<file path="config.mk">
export PLATFORM = sky130hd
export DESIGN_NAME = hwm_top
export DESIGN_NICKNAME = d
export VERILOG_FILES = /design/src/pkg/hwm_pkg.sv /design/src/hdl/hwm_sync.sv /design/src/hdl/hwm_limit_cmp.sv /design/src/hdl/hwm_top.sv
export VERILOG_INCLUDE_DIRS = /design/src /design/src/pkg
export SDC_FILE = /design/constraint.sdc
export NUM_CORES = 1
export LEC_CHECK = 0
export CORE_UTILIZATION = 45
export CTS_CLUSTER_DIAMETER = 50
export DETAILED_ROUTE_END_ITERATION = 7
export DONT_BUFFER_PORTS = 1
export PLACE_DENSITY = 0.63
export SLEW_MARGIN = 5
export SYNTH_ARGS = -nofsm -noshare
export SYNTH_HDL_FRONTEND = slang
export SYNTH_HIERARCHICAL = 1
export SYNTH_SLANG_ARGS = --single-unit
export TNS_END_PERCENT = 50
</file>
<file path="constraint.sdc">
create_clock -name ref_clk -period 4.6 [get_ports ref_clk]
set_input_delay 0.46 -clock ref_clk [delete_from_list [all_inputs] [get_ports ref_clk]]
set_output_delay 0.46 -clock ref_clk [all_outputs]
set_load 0.05 [all_outputs]
</file>
<file path="src/pkg/hwm_regs.svh">
// Command codes, field positions, reset values and timing of the hardware monitor
`ifndef HWM_REGS_SVH
`define HWM_REGS_SVH

`define HWM_CMD_ID_MAKER      8'h3E
`define HWM_CMD_ID_STEP       8'h3F
`define HWM_CMD_READING_BASE  8'h20
`define HWM_CMD_READING_LAST  8'h27
`define HWM_CMD_LIMIT_BASE    8'h2B
`define HWM_CMD_LIMIT_LAST    8'h3A
`define HWM_CMD_CONFIG        8'h40
`define HWM_CMD_STATUS1       8'h41
`define HWM_CMD_STATUS2       8'h42
`define HWM_CMD_VCODE_LOW     8'h47
`define HWM_CMD_VCODE_HIGH    8'h49

`define HWM_CFG_START         0
`define HWM_CFG_RST_PULSE     4
`define HWM_CFG_SHARED_SEL    5
`define HWM_CFG_INIT          7
`define HWM_CFG_RESET         8'h08
`define HWM_CFG_WRITE_MASK    8'h31

`define HWM_ST2_12V           0
`define HWM_ST2_VDD           1
`define HWM_ST2_DIODE         6
`define HWM_ST2_DEFINED       8'h43
`define HWM_VCL_RST_EN        7
`define HWM_VCH_FIXED         8'h80

`define HWM_SLAVE_ADDR_HI     6'h16
`define HWM_ADDR_LATCH_DLY    2'h3

`define HWM_CLK_KHZ           250000
`define HWM_LOOP_MS           1000
`define HWM_RST_PULSE_MS      20

`endif

</file>
<file path="src/pkg/hwm_pkg.sv">
// Types shared by the hardware monitor design files
package hwm_pkg;
   typedef logic [7:0] hwm_byte_t;
   typedef enum logic [2:0] {SMB_IDLE, SMB_RX, SMB_ACK, SMB_TX, SMB_TXACK} hwm_smb_st_t;
   typedef enum logic [1:0] {MON_STANDBY, MON_CONV, MON_WAIT} hwm_mon_st_t;
endpackage

</file>
<file path="src/hdl/hwm_sync.sv">
// Two-flop synchroniser for pin levels entering the ref_clk domain
`timescale 1ns/1ps
module hwm_sync #(
   parameter int WIDTH = 1
) (
   input  wire logic             ref_clk,
   input  wire logic             reset_n,
   input  wire logic [WIDTH-1:0] async_in,
   output logic      [WIDTH-1:0] sync_out
);
   typedef struct packed {
      logic [WIDTH-1:0] first;
      logic [WIDTH-1:0] second;
   } hwm_sync_state_t;

   hwm_sync_state_t s;
   hwm_sync_state_t next_s;

   always_comb begin
      next_s.first  = async_in;
      next_s.second = s.first;
   end

   always_ff @(posedge ref_clk) begin
      if (!reset_n) begin
         s <= '0;
      end else begin
         s <= next_s;
      end
   end

   assign sync_out = s.second;
endmodule

</file>
<file path="src/hdl/hwm_limit_cmp.sv">
// Window comparison of one reading against its high and low limits
`timescale 1ns/1ps
module hwm_limit_cmp (
   input  wire logic [7:0] value,
   input  wire logic [7:0] high_limit,
   input  wire logic [7:0] low_limit,
   input  wire logic       is_signed,
   output logic            out_of_range
);
   always_comb begin
      if (is_signed) begin
         out_of_range = ($signed(value) > $signed(high_limit)) || ($signed(value) < $signed(low_limit));
      end else begin
         out_of_range = (value > high_limit) || (value < low_limit);
      end
   end
endmodule

</file>
<file path="src/hdl/hwm_top.sv">
// Hardware monitor control, status, voltage code, address latch and scan sequencer
//
// Behaviour
// - 12 V and own-supply out-of-limit set status2 bits
// - Remote diode short or open sets status2 bit6
// - Status2 read-only at 42h, resets to zero
// - Voltage code low shows four code pins
// - Code low bit7 turns shared pin into reset
// - Code high bit0 shows fifth pin when selected
// - Slave only; controller clocks and moves data
// - Slave address 010110 plus address pin level
// - Address pin latched once at power-up only
// - Every register one byte; temperatures two's complement
// - Power-up loads defaults, converter off, standby
// - Power-on clears limits; controller programs them first
// - Init bit soft-resets, keeps readings and limits, clears
// - Start bit runs roughly one-second scan loop
// - Fixed order remote, local, supply, 12, 5, 3.3, 2.5, core
// - Readings and flags readable any time
// - Clearing start halts loop, enters standby
// - Temperature results stored and compared against limits
// - Flag follows latest reading, refreshed every loop
// - Enabled reset pin pulses low on bit4 rise
// - Config bit5 selects fifth code input, default 12 V
`timescale 1ns/1ps
`include "hwm_regs.svh"
module hwm_top
   import hwm_pkg::*;
#(
   parameter int unsigned LOOP_CYCLES      = `HWM_LOOP_MS * `HWM_CLK_KHZ,
   parameter int unsigned RST_PULSE_CYCLES = `HWM_RST_PULSE_MS * `HWM_CLK_KHZ,
   // Identification bytes; values are arbitrary
   parameter hwm_byte_t   ID_MAKER         = 8'h5A,
   parameter hwm_byte_t   ID_STEP          = 8'h01
) (
   input  wire logic       ref_clk,
   input  wire logic       reset_n,
   input  wire logic       scl_pin,
   input  wire logic       sda_in,
   output logic            sda_out,
   output logic            sda_oe_n,
   input  wire logic       address_select_pin,
   output logic            reset_pin_out,
   output logic            reset_pin_oe_n,
   input  wire logic [3:0] voltage_code_pins_low,
   input  wire logic       voltage_code_pin_high,
   output logic            conv_enable,
   output logic            conv_req,
   output logic [2:0]      conv_chan,
   input  wire logic       conv_done,
   input  wire logic [7:0] conv_data,
   input  wire logic       diode_fault
);
   localparam int CNT_W = $clog2(LOOP_CYCLES + 1);
   localparam int PW    = $clog2(RST_PULSE_CYCLES + 1);

   typedef struct packed {
      hwm_smb_st_t          smb;
      logic [3:0]           bitcnt;
      hwm_byte_t            shreg;
      logic [1:0]           byte_idx;
      logic                 rd;
      logic                 ack_seen;
      hwm_byte_t            ptr;
      logic                 sda_oe_n;
      logic                 sda_out;
      logic                 scl_q;
      logic                 sda_q;
      hwm_byte_t            cfg;
      hwm_byte_t            status1;
      hwm_byte_t            status2;
      logic                 rst_en;
      logic                 addr_lsb;
      logic                 addr_done;
      logic [1:0]           addr_dly;
      logic [7:0][7:0]      readings;
      logic [15:0][7:0]     limits;
      hwm_mon_st_t          mon;
      logic [2:0]           step;
      logic [CNT_W-1:0]     loop_cnt;
      logic                 conv_req;
      logic [2:0]           conv_chan;
      logic                 conv_enable;
      logic [PW-1:0]        pulse_cnt;
      logic                 pin_oe_n;
      logic                 pin_out;
   } hwm_state_t;

   hwm_state_t s;
   hwm_state_t next_s;

   logic [7:0] pins_sync;
   logic       scl_s;
   logic       sda_s;
   logic       addr_s;
   logic [3:0] vcode_s;
   logic       vcode4_s;
   hwm_byte_t  rd_val;
   logic       out_of_range;

   hwm_sync #(
      .WIDTH (8)
   ) u_sync (
      .ref_clk  (ref_clk),
      .reset_n  (reset_n),
      .async_in ({voltage_code_pin_high, voltage_code_pins_low, address_select_pin, sda_in, scl_pin}),
      .sync_out (pins_sync)
   );

   assign scl_s    = pins_sync[0];
   assign sda_s    = pins_sync[1];
   assign addr_s   = pins_sync[2];
   assign vcode_s  = pins_sync[6:3];
   assign vcode4_s = pins_sync[7];

   // Scan order: remote, local, supply, 12 V, 5 V, 3.3 V, 2.5 V, core
   function automatic logic [2:0] seq_chan(input logic [2:0] step);
      logic [2:0] ch;
      ch = 3'h0;
      unique case (step)
         3'h0: ch = 3'h6;
         3'h1: ch = 3'h7;
         3'h2: ch = 3'h5;
         3'h3: ch = 3'h4;
         3'h4: ch = 3'h3;
         3'h5: ch = 3'h2;
         3'h6: ch = 3'h0;
         3'h7: ch = 3'h1;
      endcase
      return ch;
   endfunction

   function automatic hwm_byte_t reg_read(input hwm_state_t st, input logic [3:0] vc, input logic vc4);
      hwm_byte_t v;
      hwm_byte_t off;
      v   = 8'h00;
      off = 8'h00;
      if (st.ptr >= `HWM_CMD_READING_BASE && st.ptr <= `HWM_CMD_READING_LAST) begin
         off = st.ptr - `HWM_CMD_READING_BASE;
         v   = st.readings[off[2:0]];
      end else if (st.ptr >= `HWM_CMD_LIMIT_BASE && st.ptr <= `HWM_CMD_LIMIT_LAST) begin
         off = st.ptr - `HWM_CMD_LIMIT_BASE;
         v   = st.limits[off[3:0]];
      end else begin
         unique case (st.ptr)
            `HWM_CMD_CONFIG:     v = st.cfg;
            `HWM_CMD_STATUS1:    v = st.status1;
            `HWM_CMD_STATUS2:    v = st.status2 & `HWM_ST2_DEFINED;
            `HWM_CMD_VCODE_LOW:  v = {st.rst_en, 3'h0, vc};
            `HWM_CMD_VCODE_HIGH: v = `HWM_VCH_FIXED | {7'h00, vc4 & st.cfg[`HWM_CFG_SHARED_SEL]};
            `HWM_CMD_ID_MAKER:   v = ID_MAKER;
            `HWM_CMD_ID_STEP:    v = ID_STEP;
            default:             v = 8'h00;
         endcase
      end
      return v;
   endfunction

   assign rd_val = reg_read(s, vcode_s, vcode4_s);

   hwm_limit_cmp u_cmp (
      .value        (conv_data),
      .high_limit   (s.limits[{s.conv_chan, 1'b0}]),
      .low_limit    (s.limits[{s.conv_chan, 1'b1}]),
      .is_signed    (s.conv_chan[2] & s.conv_chan[1]),
      .out_of_range (out_of_range)
   );

   always_comb begin
      logic       scl_rise;
      logic       scl_fall;
      logic       start_cond;
      logic       stop_cond;
      logic       wr_en;
      hwm_byte_t  wr_data;
      hwm_byte_t  off;
      logic       do_init;
      logic       issue;

      next_s     = s;
      scl_rise   = scl_s & ~s.scl_q;
      scl_fall   = ~scl_s & s.scl_q;
      start_cond = scl_s & s.scl_q & s.sda_q & ~sda_s;
      stop_cond  = scl_s & s.scl_q & ~s.sda_q & sda_s;
      wr_en      = 1'b0;
      wr_data    = s.shreg;
      off        = 8'h00;
      do_init    = 1'b0;
      issue      = 1'b0;

      next_s.scl_q    = scl_s;
      next_s.sda_q    = sda_s;
      next_s.conv_req = 1'b0;
      next_s.sda_out  = 1'b0;
      next_s.pin_out  = 1'b0;

      // Address pin caught once after power-on release, never on soft init
      if (!s.addr_done) begin
         next_s.addr_dly = s.addr_dly + 2'h1;
         if (s.addr_dly == `HWM_ADDR_LATCH_DLY) begin
            next_s.addr_lsb  = addr_s;
            next_s.addr_done = 1'b1;
         end
      end

      // Slave side of the serial link; the controller owns the clock
      if (start_cond) begin
         next_s.smb      = SMB_RX;
         next_s.bitcnt   = 4'h0;
         next_s.byte_idx = 2'h0;
         next_s.sda_oe_n = 1'b1;
      end else if (stop_cond) begin
         next_s.smb      = SMB_IDLE;
         next_s.sda_oe_n = 1'b1;
      end else begin
         unique case (s.smb)
            SMB_IDLE: begin
            end
            SMB_RX: begin
               if (scl_rise && s.bitcnt < 4'h8) begin
                  next_s.shreg  = {s.shreg[6:0], sda_s};
                  next_s.bitcnt = s.bitcnt + 4'h1;
               end else if (scl_fall && s.bitcnt == 4'h8) begin
                  next_s.smb      = SMB_ACK;
                  next_s.sda_oe_n = 1'b0;
                  if (s.byte_idx != 2'h2) begin
                     next_s.byte_idx = s.byte_idx + 2'h1;
                  end
                  unique case (s.byte_idx)
                     2'h0: begin
                        // Address must match or the byte is ignored until the next start
                        if (s.shreg[7:1] == {`HWM_SLAVE_ADDR_HI, s.addr_lsb}) begin
                           next_s.rd = s.shreg[0];
                        end else begin
                           next_s.smb      = SMB_IDLE;
                           next_s.sda_oe_n = 1'b1;
                        end
                     end
                     2'h1: next_s.ptr = s.shreg;
                     default: wr_en = 1'b1;
                  endcase
               end
            end
            SMB_ACK: begin
               if (scl_fall) begin
                  if (s.rd) begin
                     next_s.smb      = SMB_TX;
                     next_s.shreg    = rd_val;
                     next_s.sda_oe_n = rd_val[7];
                     next_s.bitcnt   = 4'h1;
                  end else begin
                     next_s.smb      = SMB_RX;
                     next_s.sda_oe_n = 1'b1;
                     next_s.bitcnt   = 4'h0;
                  end
               end
            end
            SMB_TX: begin
               if (scl_fall) begin
                  if (s.bitcnt == 4'h8) begin
                     next_s.smb      = SMB_TXACK;
                     next_s.sda_oe_n = 1'b1;
                  end else begin
                     next_s.shreg    = {s.shreg[6:0], 1'b0};
                     next_s.sda_oe_n = s.shreg[6];
                     next_s.bitcnt   = s.bitcnt + 4'h1;
                  end
               end
            end
            SMB_TXACK: begin
               if (scl_rise) begin
                  next_s.ack_seen = ~sda_s;
               end else if (scl_fall) begin
                  // Master ack repeats the same register; no auto-increment
                  if (s.ack_seen) begin
                     next_s.smb      = SMB_TX;
                     next_s.shreg    = rd_val;
                     next_s.sda_oe_n = rd_val[7];
                     next_s.bitcnt   = 4'h1;
                  end else begin
                     next_s.smb = SMB_IDLE;
                  end
               end
            end
            default: begin
               next_s.smb      = SMB_IDLE;
               next_s.sda_oe_n = 1'b1;
            end
         endcase
      end

      // Register writes; writes to read-only commands are dropped
      if (wr_en) begin
         if (s.ptr >= `HWM_CMD_LIMIT_BASE && s.ptr <= `HWM_CMD_LIMIT_LAST) begin
            off = s.ptr - `HWM_CMD_LIMIT_BASE;
            next_s.limits[off[3:0]] = wr_data;
         end else if (s.ptr == `HWM_CMD_CONFIG) begin
            next_s.cfg = (wr_data & `HWM_CFG_WRITE_MASK) | `HWM_CFG_RESET;
            if (wr_data[`HWM_CFG_RST_PULSE] && !s.cfg[`HWM_CFG_RST_PULSE] && s.rst_en) begin
               next_s.pulse_cnt = PW'(RST_PULSE_CYCLES);
               next_s.pin_oe_n  = 1'b0;
            end
            do_init = wr_data[`HWM_CFG_INIT];
         end else if (s.ptr == `HWM_CMD_VCODE_LOW) begin
            next_s.rst_en = wr_data[`HWM_VCL_RST_EN];
         end
      end

      // Reset pin pulse, held for the full count unless a soft init releases it
      if (s.pulse_cnt > PW'(1)) begin
         next_s.pulse_cnt = s.pulse_cnt - PW'(1);
      end else if (s.pulse_cnt == PW'(1)) begin
         next_s.pulse_cnt = '0;
         next_s.pin_oe_n  = 1'b1;
      end

      // Soft init: config, status and reset enable back to defaults; readings and limits kept
      if (do_init) begin
         next_s.cfg         = `HWM_CFG_RESET;
         next_s.status1     = 8'h00;
         next_s.status2     = 8'h00;
         next_s.rst_en      = 1'b0;
         next_s.pulse_cnt   = '0;
         next_s.pin_oe_n    = 1'b1;
      end

      // Scan sequencer
      unique case (s.mon)
         MON_STANDBY: begin
            if (next_s.cfg[`HWM_CFG_START]) begin
               next_s.step     = 3'h0;
               next_s.loop_cnt = '0;
               issue           = 1'b1;
            end
         end
         MON_CONV: begin
            if (s.loop_cnt < CNT_W'(LOOP_CYCLES - 1)) begin
               next_s.loop_cnt = s.loop_cnt + CNT_W'(1);
            end
            if (conv_done) begin
               // Flag update lands after init clear so a finishing result is never lost
               next_s.readings[s.conv_chan] = conv_data;
               unique case (s.conv_chan)
                  3'h0, 3'h1, 3'h2, 3'h3: next_s.status1[s.conv_chan] = out_of_range;
                  3'h4: next_s.status2[`HWM_ST2_12V] = out_of_range;
                  3'h5: next_s.status2[`HWM_ST2_VDD] = out_of_range;
                  3'h6: begin
                     next_s.status1[5]                = out_of_range;
                     next_s.status2[`HWM_ST2_DIODE]   = diode_fault;
                  end
                  3'h7: next_s.status1[4] = out_of_range;
               endcase
               if (s.step == 3'h7) begin
                  next_s.mon = MON_WAIT;
               end else begin
                  next_s.step = s.step + 3'h1;
                  issue       = 1'b1;
               end
            end
         end
         MON_WAIT: begin
            if (s.loop_cnt >= CNT_W'(LOOP_CYCLES - 1)) begin
               next_s.loop_cnt = '0;
               next_s.step     = 3'h0;
               issue           = 1'b1;
            end else begin
               next_s.loop_cnt = s.loop_cnt + CNT_W'(1);
            end
         end
         default: begin
            next_s.mon = MON_STANDBY;
         end
      endcase

      if (issue) begin
         next_s.mon         = MON_CONV;
         next_s.conv_enable = 1'b1;
         next_s.conv_req    = 1'b1;
         next_s.conv_chan   = seq_chan(next_s.step);
      end

      // Start cleared: abandon any conversion and power down
      if (!next_s.cfg[`HWM_CFG_START]) begin
         next_s.mon         = MON_STANDBY;
         next_s.conv_enable = 1'b0;
         next_s.conv_req    = 1'b0;
      end
   end

   always_ff @(posedge ref_clk) begin
      if (!reset_n) begin
         s             <= '0;
         s.smb         <= SMB_IDLE;
         s.mon         <= MON_STANDBY;
         s.sda_oe_n    <= 1'b1;
         s.scl_q       <= 1'b1;
         s.sda_q       <= 1'b1;
         s.cfg         <= `HWM_CFG_RESET;
         s.pin_oe_n    <= 1'b1;
      end else begin
         s <= next_s;
      end
   end

   assign sda_out        = s.sda_out;
   assign sda_oe_n       = s.sda_oe_n;
   assign reset_pin_out  = s.pin_out;
   assign reset_pin_oe_n = s.pin_oe_n;
   assign conv_enable    = s.conv_enable;
   assign conv_req       = s.conv_req;
   assign conv_chan      = s.conv_chan;
endmodule

</file>
== After elaboration in Yosys (flattened, before gate mapping) ==
Memories as Yosys holds them, arrays and structs flattened.
Cells that the tools add are included.
Cells by class
  eq/ne operators: 54
  mux-type cells: 118
  reduce and logical (&&, ||, !) cells: 46
  $lt $le $gt $ge: 19
  bitwise gates (word level): 23
  add/sub/neg operators: 8
Operators with widths (number)
  $mux 24: 6
  $bwmux 128: 1
  $mux 8: 13
  $pmux 31 s3: 1
  $bmux 8 s3: 3
  $bwmux 64: 1
  $mux 15: 4
  $mux 28: 2
  $pmux 8 s7: 1
  $pmux 12 s4: 1
  $mux 1: 44
  $eq 8x7->1 const B: 5
  $mux 12: 3
  $bmux 8 s4: 1
  $demux 8 s4: 1
  $ne 2x2->1 const B: 16
  $mux 31: 1
  $mux 3: 10
  $add 28x1->28 const B: 1
  $ge 28x28->1 const B: 1
  $lt 28x28->1 const B: 1
  $ne 4x4->1 const B: 7
  $demux 8 s3: 1
  $reduce_and 8->1: 3
  other kinds (62): 140
Word-level totals
  output and inout port bits: 9
  bits in registers: 321
  word-level logic and storage cells: 325
  memories: 1
  input port bits: 20
  bits in read-only memories: 24
Memory list
  (name not given): depth 8, bits a word 3, rd ports 1, clocked after Yosys merged registers in 0, wr ports 0, line hwm_top.sv:120  | unique case (step)

== Longest topological paths before layout ==
Gate-level depths: netlist of run 1.
  word-level depth: 14
  depth in mapped cells: 15
  gate-level depth less buffers: 12

== By module ==
The synthesis of run 1 kept the hierarchy.
Modules (own cells, without submodules)
  hwm_top: seq. area each 6065.8 sq um, times used 1, cells each 1657, area an instance 15795.1 sq um
  hwm_sync: seq. area each 320.3 sq um, times used 1, cells each 33, area an instance 446.7 sq um
  hwm_limit_cmp: seq. area each 0.0 sq um, times used 1, cells each 58, area an instance 436.7 sq um

== Least setup slack after synthesis of run 1 ==
No wires, ideal clock.
  kind: register to register
  start: register s[288] in the netlist's numbering
  end: register s[304] in the netlist's numbering
  clock period less this slack: 3.603 ns
  slack: 0.997 ns
  data arrival time: 3.486 ns
  data required time: 4.482 ns
  cell stages (with the launch flop): 14
  path buffers: 6
  library setup time: 0.118 ns
  cells stage by stage: dfxtp_1 buf_2 buf_4 buf_4 buf_2 inv_1 ha_1 buf_1 clkbuf_1 mux4_2 mux4_2 nand2_1 nand4_1 o2111a_1
Between the ends
  word-level cells in the longest chain between the ends: 9
  elaborated cells between the ends (all ways): 28
  those cells by class: add/sub: 2; order compare: 4; eq/ne: 7; mux: 13; reduce/logical: 2
RTL lines
  from (decl): line hwm_top.sv:89  | hwm_state_t s;
  from (signal assigned): line hwm_top.sv:401  | s <= next_s;
  $sub 4x4->4 (no line)
  $bmux 8 s4: line hwm_top.sv:143  | v = st.limits[off[3:0]];
  $mux 8 (implied by the code): line hwm_top.sv:143
  $mux 8: line hwm_top.sv:141  | end else if (st.ptr >= `HWM_CMD_LIMIT_BASE && st.ptr <= `HWM_CMD_LIMIT_LAST) begin
  $mux 8 (*): line hwm_top.sv:138  | if (st.ptr >= `HWM_CMD_READING_BASE && st.ptr <= `HWM_CMD_READING_LAST) begin
  $mux 12: line hwm_top.sv:275  | if (s.ack_seen) begin
  $mux 15: line hwm_top.sv:273  | end else if (scl_fall) begin
  $mux 15: line hwm_top.sv:271  | if (scl_rise) begin
  $pmux 12 s4 (*): line hwm_top.sv:216  | unique case (s.smb)
Every way passes the cells marked *; elsewhere a longest branch is shown, timed or not. The select of a mux whose other input is x is not followed.
A chain may end at the register's enable or synchronous reset.

== Worst setup path after layout of run 1 ==
  start: register s, in the netlist conv_chan[0]
  end: register s[269] in the netlist's numbering
Between the ends
  word-level cells in the longest chain between the ends: 9
  elaborated cells between the ends (all ways): 25
  those cells by class: order compare: 6; eq/ne: 3; mux: 11; reduce/logical: 5
RTL lines
  $bmux 8 s3 (on tied branches): line hwm_top.sv:163, hwm_top.sv:164
  $mux 8 (on tied branches): line hwm_top.sv:163, hwm_top.sv:164
  $gt 8x8->1 (tied with other cells): line hwm_limit_cmp.sv:14  | out_of_range = (value > high_limit) || (value < low_limit);
  $logic_or 1x1->1 (on tied branches): line hwm_limit_cmp.sv:14, hwm_limit_cmp.sv:12
  $mux 1 (*): line hwm_limit_cmp.sv:11  | if (is_signed) begin
  net out_of_range: line hwm_top.sv:99  | logic out_of_range;
  $bwmux 8 (*): line hwm_top.sv:344  | 3'h0, 3'h1, 3'h2, 3'h3: next_s.status1[s.conv_chan] = out_of_range;
  $mux 4 (*): line hwm_top.sv:343  | unique case (s.conv_chan)
  $mux 8 (*): line hwm_top.sv:340  | if (conv_done) begin
  $mux 8 (*): line hwm_top.sv:328  | unique case (s.mon)
The timed path passes the listed nets; every way through them passes the cells marked *. The select of a mux whose other input is x is not followed.

==> run metrics, run 1 <==
status=complete, no violations; most common cell in the netlist=dfxtp_1; switch share=22.0%; Sw Pwr=0.00140 W; port bufs=0; Worst setup startpoint=conv_chan[0]; Peak VDD IR=0.248 mV; top cells by area, synth=dfxtp_1 38%, mux4_2 12%, mux2i_1 6.9%; WP data required=between 5000 and 6000 ps; first-pass GRT wire length=just over 70000 µm; Rel. slew slack=16.5%; GRT Total Usage=about a quarter; flops & latches, synth=between 300 and 400; pin count of the biggest net entering global routing=260; syn_area_per_cell=9.54 µm²; Crit path largest cell delay=950 ps; Hold Vio Cnt, Final=0; endpoint class of the critical path=flop; combinational fraction of design power=~1.9%; area of the die=approximately 0.038 mm²; initial core utilization=45.7%; worst-margin pin slew=1250 ps; Synth async-reset ratio=0%; clk_skew=27.0 ps; CTS Buf Count=42; crit path time final=3840 ps; layout cell share with drive strength beyond 1=14.0%; Antenna Nets Post-Route=0; Post-synth EDFFs=0; vias per cell=5.84; Max Root-Sink Buffers=3; Via Count=12729; clock sinks=319; CP Max Fanout=43; drt wl/cell=around 20 µm; final cycle utilization of the critical path=between 80% and 90%; worst path cell trace=mux4_2 -> mux2_2 -> inv_1 -> ha_1 -> a211oi_1 -> o2bb2ai_1 -> a31o_1 -> o221ai_2 -> nand4_1 -> inv_1 -> o21ai_0 -> and2_1; DIE WIDTH=195 µm; hold path startpoint=voltage_code_pins_low[1]; row count=70; Worst EP arrival=4290 ps; Mapped Area=0.0167 mm²; P per Cell Area=346 mW/mm²; register area share after synthesis=a little under two fifths; GRT overflow=0; Commonest cells post-synth=319 x dfxtp_1, 242 x nand2_1, 115 x mux2i_1; Final setup viols=0; die height=195 µm; final net count=1730; cell mode on critical path=inv_1; Setup crit start kind=flop; FF-to-FF Start=conv_chan[0]; CP bufs+invs=2; setup_tns=0 ps; total iterations of the first detailed-routing run=5; critical path type=reg2reg; cells after synthesis=1748; sequential power share=44.4%; Worst Hold Class=in2reg; critical path's slowest cell=dfxtp_4; root buffer cell=clkbuf_16; Slew Limit Fails=0; RSZ-0062 raised after global routing=no; H-tree depth=2; CP delay by family, top=flip-flops; drt first-iter violations=1277; P_leak=6.63 nW; clock share of power=53.8%; routed wire length=44100 µm; synth unique cells=77; ys flop type=dfxtp_1; clk slew on worst S/H paths=60 ps; core area=~0.037 mm²; I/O pin cnt=29; Placer Congestion=0.878; Synth area leader=dfxtp_1; Filler cells=around 3300; vias in the first global route=around 12000; max-cap violation count=0; # diodes=0; synth warn=6; initial antenna violation count=0; clock latency on the worst-skew pair=580 ps; FMAX=0.261 GHz; Layout area overhead=9.92%; detailed placement HPWL=28800 µm; Power, Total=0.00635 W; internal power=just under 0.005 W; DRC viols=0; CTS tree=done; Yosys top cell area share=a little under two fifths
## timing repair
| item | in CTS | in global routing |
|---|---|---|
| buffers inserted | 0 | 0 |
| resized for setup | 0 | 0 |
| hold endpoints to repair | 2 | 0 |
| hold buffers | 1 | 0 |
## cells in the final DEF (no fill, tap or decap), types with 23 or more instances in the layout
master | synthesis | routed
mux4_2 | 88 | 88
clkbuf_16 | 0 | 42
ha_1 | 29 | 29
mux2i_1 | 115 | 115
nor3_1 | 23 | 23
a21boi_0 | 104 | 104
xnor2_1 | 33 | 32
dfxtp_1 | 319 | 316
o21ai_0 | 25 | 25
nand2_1 | 242 | 242
nand3_1 | 101 | 101
a21oi_1 | 52 | 52
nor2b_1 | 114 | 114
inv_1 | 31 | 31
nor2_1 | 98 | 98
## final cells by class
| cell class | count | area [µm²] | area share (%) |
|---|---|---|---|
| Clock buffer | 56 | 1180 | 6.46 |
| Clock inverter | 20 | 277 | 1.51 |
| Inverter | 31 | 116 | 0.635 |
| Multi-Input combinational cell | 1265 | 9610 | 52.4 |
| Sequential cell | 319 | 6390 | 34.9 |
| Tap cell | 468 | 586 | 3.19 |
| Timing Repair Buffer | 22 | 168 | 0.915 |
## cell families after synthesis
group | after synthesis | synth area share (%)
and+or+nand+nor | 703 | 21.3
DFF | 319 | 38.3
AOI/OAI and AO/OA | 267 | 11.7
muxes | 219 | 19.9
buffers and inverters | 165 | 4.20
xor gates and xnor gates | 45 | 2.41
adders and majority gates | 29 | 2.18
other | 1 | 0.0225
## flip-flops by register name, indices dropped and copies added (netlist names)
signal and flops:
u_sync/next_s 8, conv_req 1, u_sync/sync_out 8, conv_chan 3, s 296, conv_enable 1, sda_oe_n 1, reset_pin_oe_n 1
## power by group through the flow
stage,clock network [W],registers [W],logic (W)
final,0.00341,0.00282,0.000118
after global routing,0.00359,0.00282,0.000131
after CTS,0.00348,0.00282,0.000117
after detailed placement,0,0.00288,0.000115
after global placement,0,0.00288,0.000113
after floorplan,0,0.00285,0.000143
## metal layers
| layer | vias up | track usage (%) | share of wire, % |
|---|---|---|---|
| li1 | 6085 | - | - |
| met1 | 6123 | 32.9 | 45 |
| met2 | 435 | 36.1 | 44 |
| met3 | 86 | 5.88 | 8.2 |
| met4 | 0 | 8.73 | 3.1 |
| met5 | - | 0 | 0 |
## path summary, 6_finish.rpt
check                       end  depth (start not counted)  slack (ps)
max                      s[269]                         12         760
min            u_sync/next_s[4]                          1          30
min reg2reg  u_sync/sync_out[2]                          1         450
max reg2reg              s[269]                         12         760
## stage by stage
step           util (%)  instance area, µm²  hold WS (ps)  instances  worst slack [ps]
2_1_floorplan         -               16700           426       1749               997
3_3_place_gp       46.2               16900           441       2104               883
3_5_place_dp       46.2               16900           435       2104               795
4_1_cts            50.2               18300          5.13       2181               754
5_1_grt            50.2               18300          14.3       2181               416
6_report           50.2               18300          28.8       2181               762
Power figures use the tool's default switching activity.
==> run 2, diff against run 1 <==
clock period = 4 ns   (was 4.6 ns; I/O delays follow)
==> run 2 against run 1 <==
Wire length increased by 2.9%. Cell area increased by 1.9%. Maximum frequency increased by 8.1%. Total power increased by 15%. Highest routed layer unchanged. Critical path depth unchanged.
==> run metrics, run 2 (same netlist as run 1, synthesis figures left out) <==
clk_skew=21.3 ps; layout cell share with drive strength beyond 1=14.6%; die height=195 µm; final net count=1767; Filler cells=3300; area of the multi-input gates=0.00961 mm²; DIE WIDTH=195 µm; Hold Vio Cnt, Final=0; Antenna Nets Post-Route=0; max FFs per register=296; most frequent cells in the layout=316 x dfxtp_1, 242 x nand2_1, 115 x mux2i_1, 114 x nor2b_1, 104 x a21boi_0; first-pass GRT wire length=approximately 70000 µm; GRT Total Usage=24.2%; port bufs=0; Setup crit start kind=flop; Placer Congestion=roughly 0.91; final core occ=51.1%; Final Cell Area=0.0187 mm²; H-tree depth=2; FMAX=around 0.28 GHz; Largest Register=s; critical path's slowest cell=dfxtp_4; vias in the first global route=about 12000; CP delay by family, top=multiplexers; cell mode on critical path=inv_1; DRC viols=0; total iterations of the first detailed-routing run=8; clk slew on worst S/H paths=60 ps; I/O pin cnt=29; row count=70; worst slack, placed=approximately 430 ps; endpoint class of the critical path=flop; root buffer cell=clkbuf_16; clock latency on the worst-skew pair=roughly 570 ps; CP Max Fanout=34; final cycle utilization of the critical path=88.8%; Slew Limit Fails=0; GRT overflow=0; Layout area overhead=12.0%; max-cap violation count=0; pin count of the biggest net entering global routing=148; Final setup viols=0; setup_tns=0 ps; post-CTS sizing=0; register area=0.00639 mm²; Placed Cells incl. Taps=2120; RSZ-0062 raised after global routing=no; commonest non-fill, non-tap cell in the layout=dfxtp_1; clock sinks=319; CTS tree=done; routed wire length=45400 µm; Worst Hold Class=in2reg; crit path time final=3550 ps; Crit path largest cell delay=780 ps; worst setup margin=roughly 450 ps; drt first-iter violations=1031; P_leak=6.80 nW; Peak VDD IR=0.315 mV; status=complete, no violations; Worst EP arrival=roughly 4000 ps; Max Root-Sink Buffers=3; Rel. slew slack=28.9%; vias per cell=5.85; area post-placement=0.0170 mm²; initial core utilization=45.7%; detailed placement HPWL=29500 µm; initial antenna violation count=1; core area=~0.037 mm²; P per Cell Area=~390 mW/mm²; CTS Buf Count=41; worst path cell trace=mux4_2 -> mux2_2 -> inv_1 -> ha_1 -> and4_4 -> o2bb2ai_1 -> a31o_1 -> o221ai_1 -> nand4_1 -> inv_1 -> o21ai_0 -> and2_1; CP bufs+invs=2; drt wl/cell=between 20 and 25 µm; post-route insts no fill=2219; critical path type=reg2reg; WP data required=4470 ps; area of the die=0.0378 mm²; worst-margin pin slew=1070 ps; Via Count=12982
-- run 2: cell types whose count changed in the layout (fill, tap and decap cells not counted), sizes merged --
cell and change:
diode +1, clkbuf +1, buf +17, dlygate4sd3 +21, bufinv -1, clkinv -1, inv -1, clkinvlp +1
-- run 2: final cells by class --
cell class              instances  area share, %
diodes                          1         0.0134
repair buffers                 60           2.88
multi-input cells            1265           51.4
clock buffers                  57           6.47
flip-flops and latches        319           34.2
inverters                      31          0.623
clock inverters                18           1.20
well taps                     468           3.14
-- run 2: repair_timing --
item | in CTS | in global routing
hold endpoints to repair | 107 | 0
setup buffers | 0 | 0
hold buffers | 23 | 0
-- run 2: metrics by stage --
step	hold slack, ps	total power [W]
floorplan	426	0.00344
CTS	3.96	0.00735
detailed placement	433	0.00345
global route	19.4	0.00750
global placement	435	0.00344
finish	26.1	0.00729
-- run 2: worst paths after layout --
check	to	cells after the start	from	slack, ps
setup / recovery	s[270]	12	conv_chan[0]	450
hold / removal	s[238]	2	conv_data[7]	30
setup reg to reg	s[270]	12	conv_chan[0]	450
hold reg to reg	u_sync/sync_out[3]	1	u_sync/next_s[3]	450
-- run 2: layer usage --
layer	vias up	GRT usage, %	wire [µm]
met2	401	37.3	20100
li1	6157	-	-
met3	75	4.81	3160
met4	0	8.58	1350
met5	-	0	0
met1	6349	33.5	20800
-- run 2: report_power, final --
part / switching (W) / leakage (nW) / internal (W)
logic: 0.000109 / 3.53 / 0.0000935
clock network: 0.00148 / 0.698 / 0.00238
registers: 0.0000281 / 2.58 / 0.00320
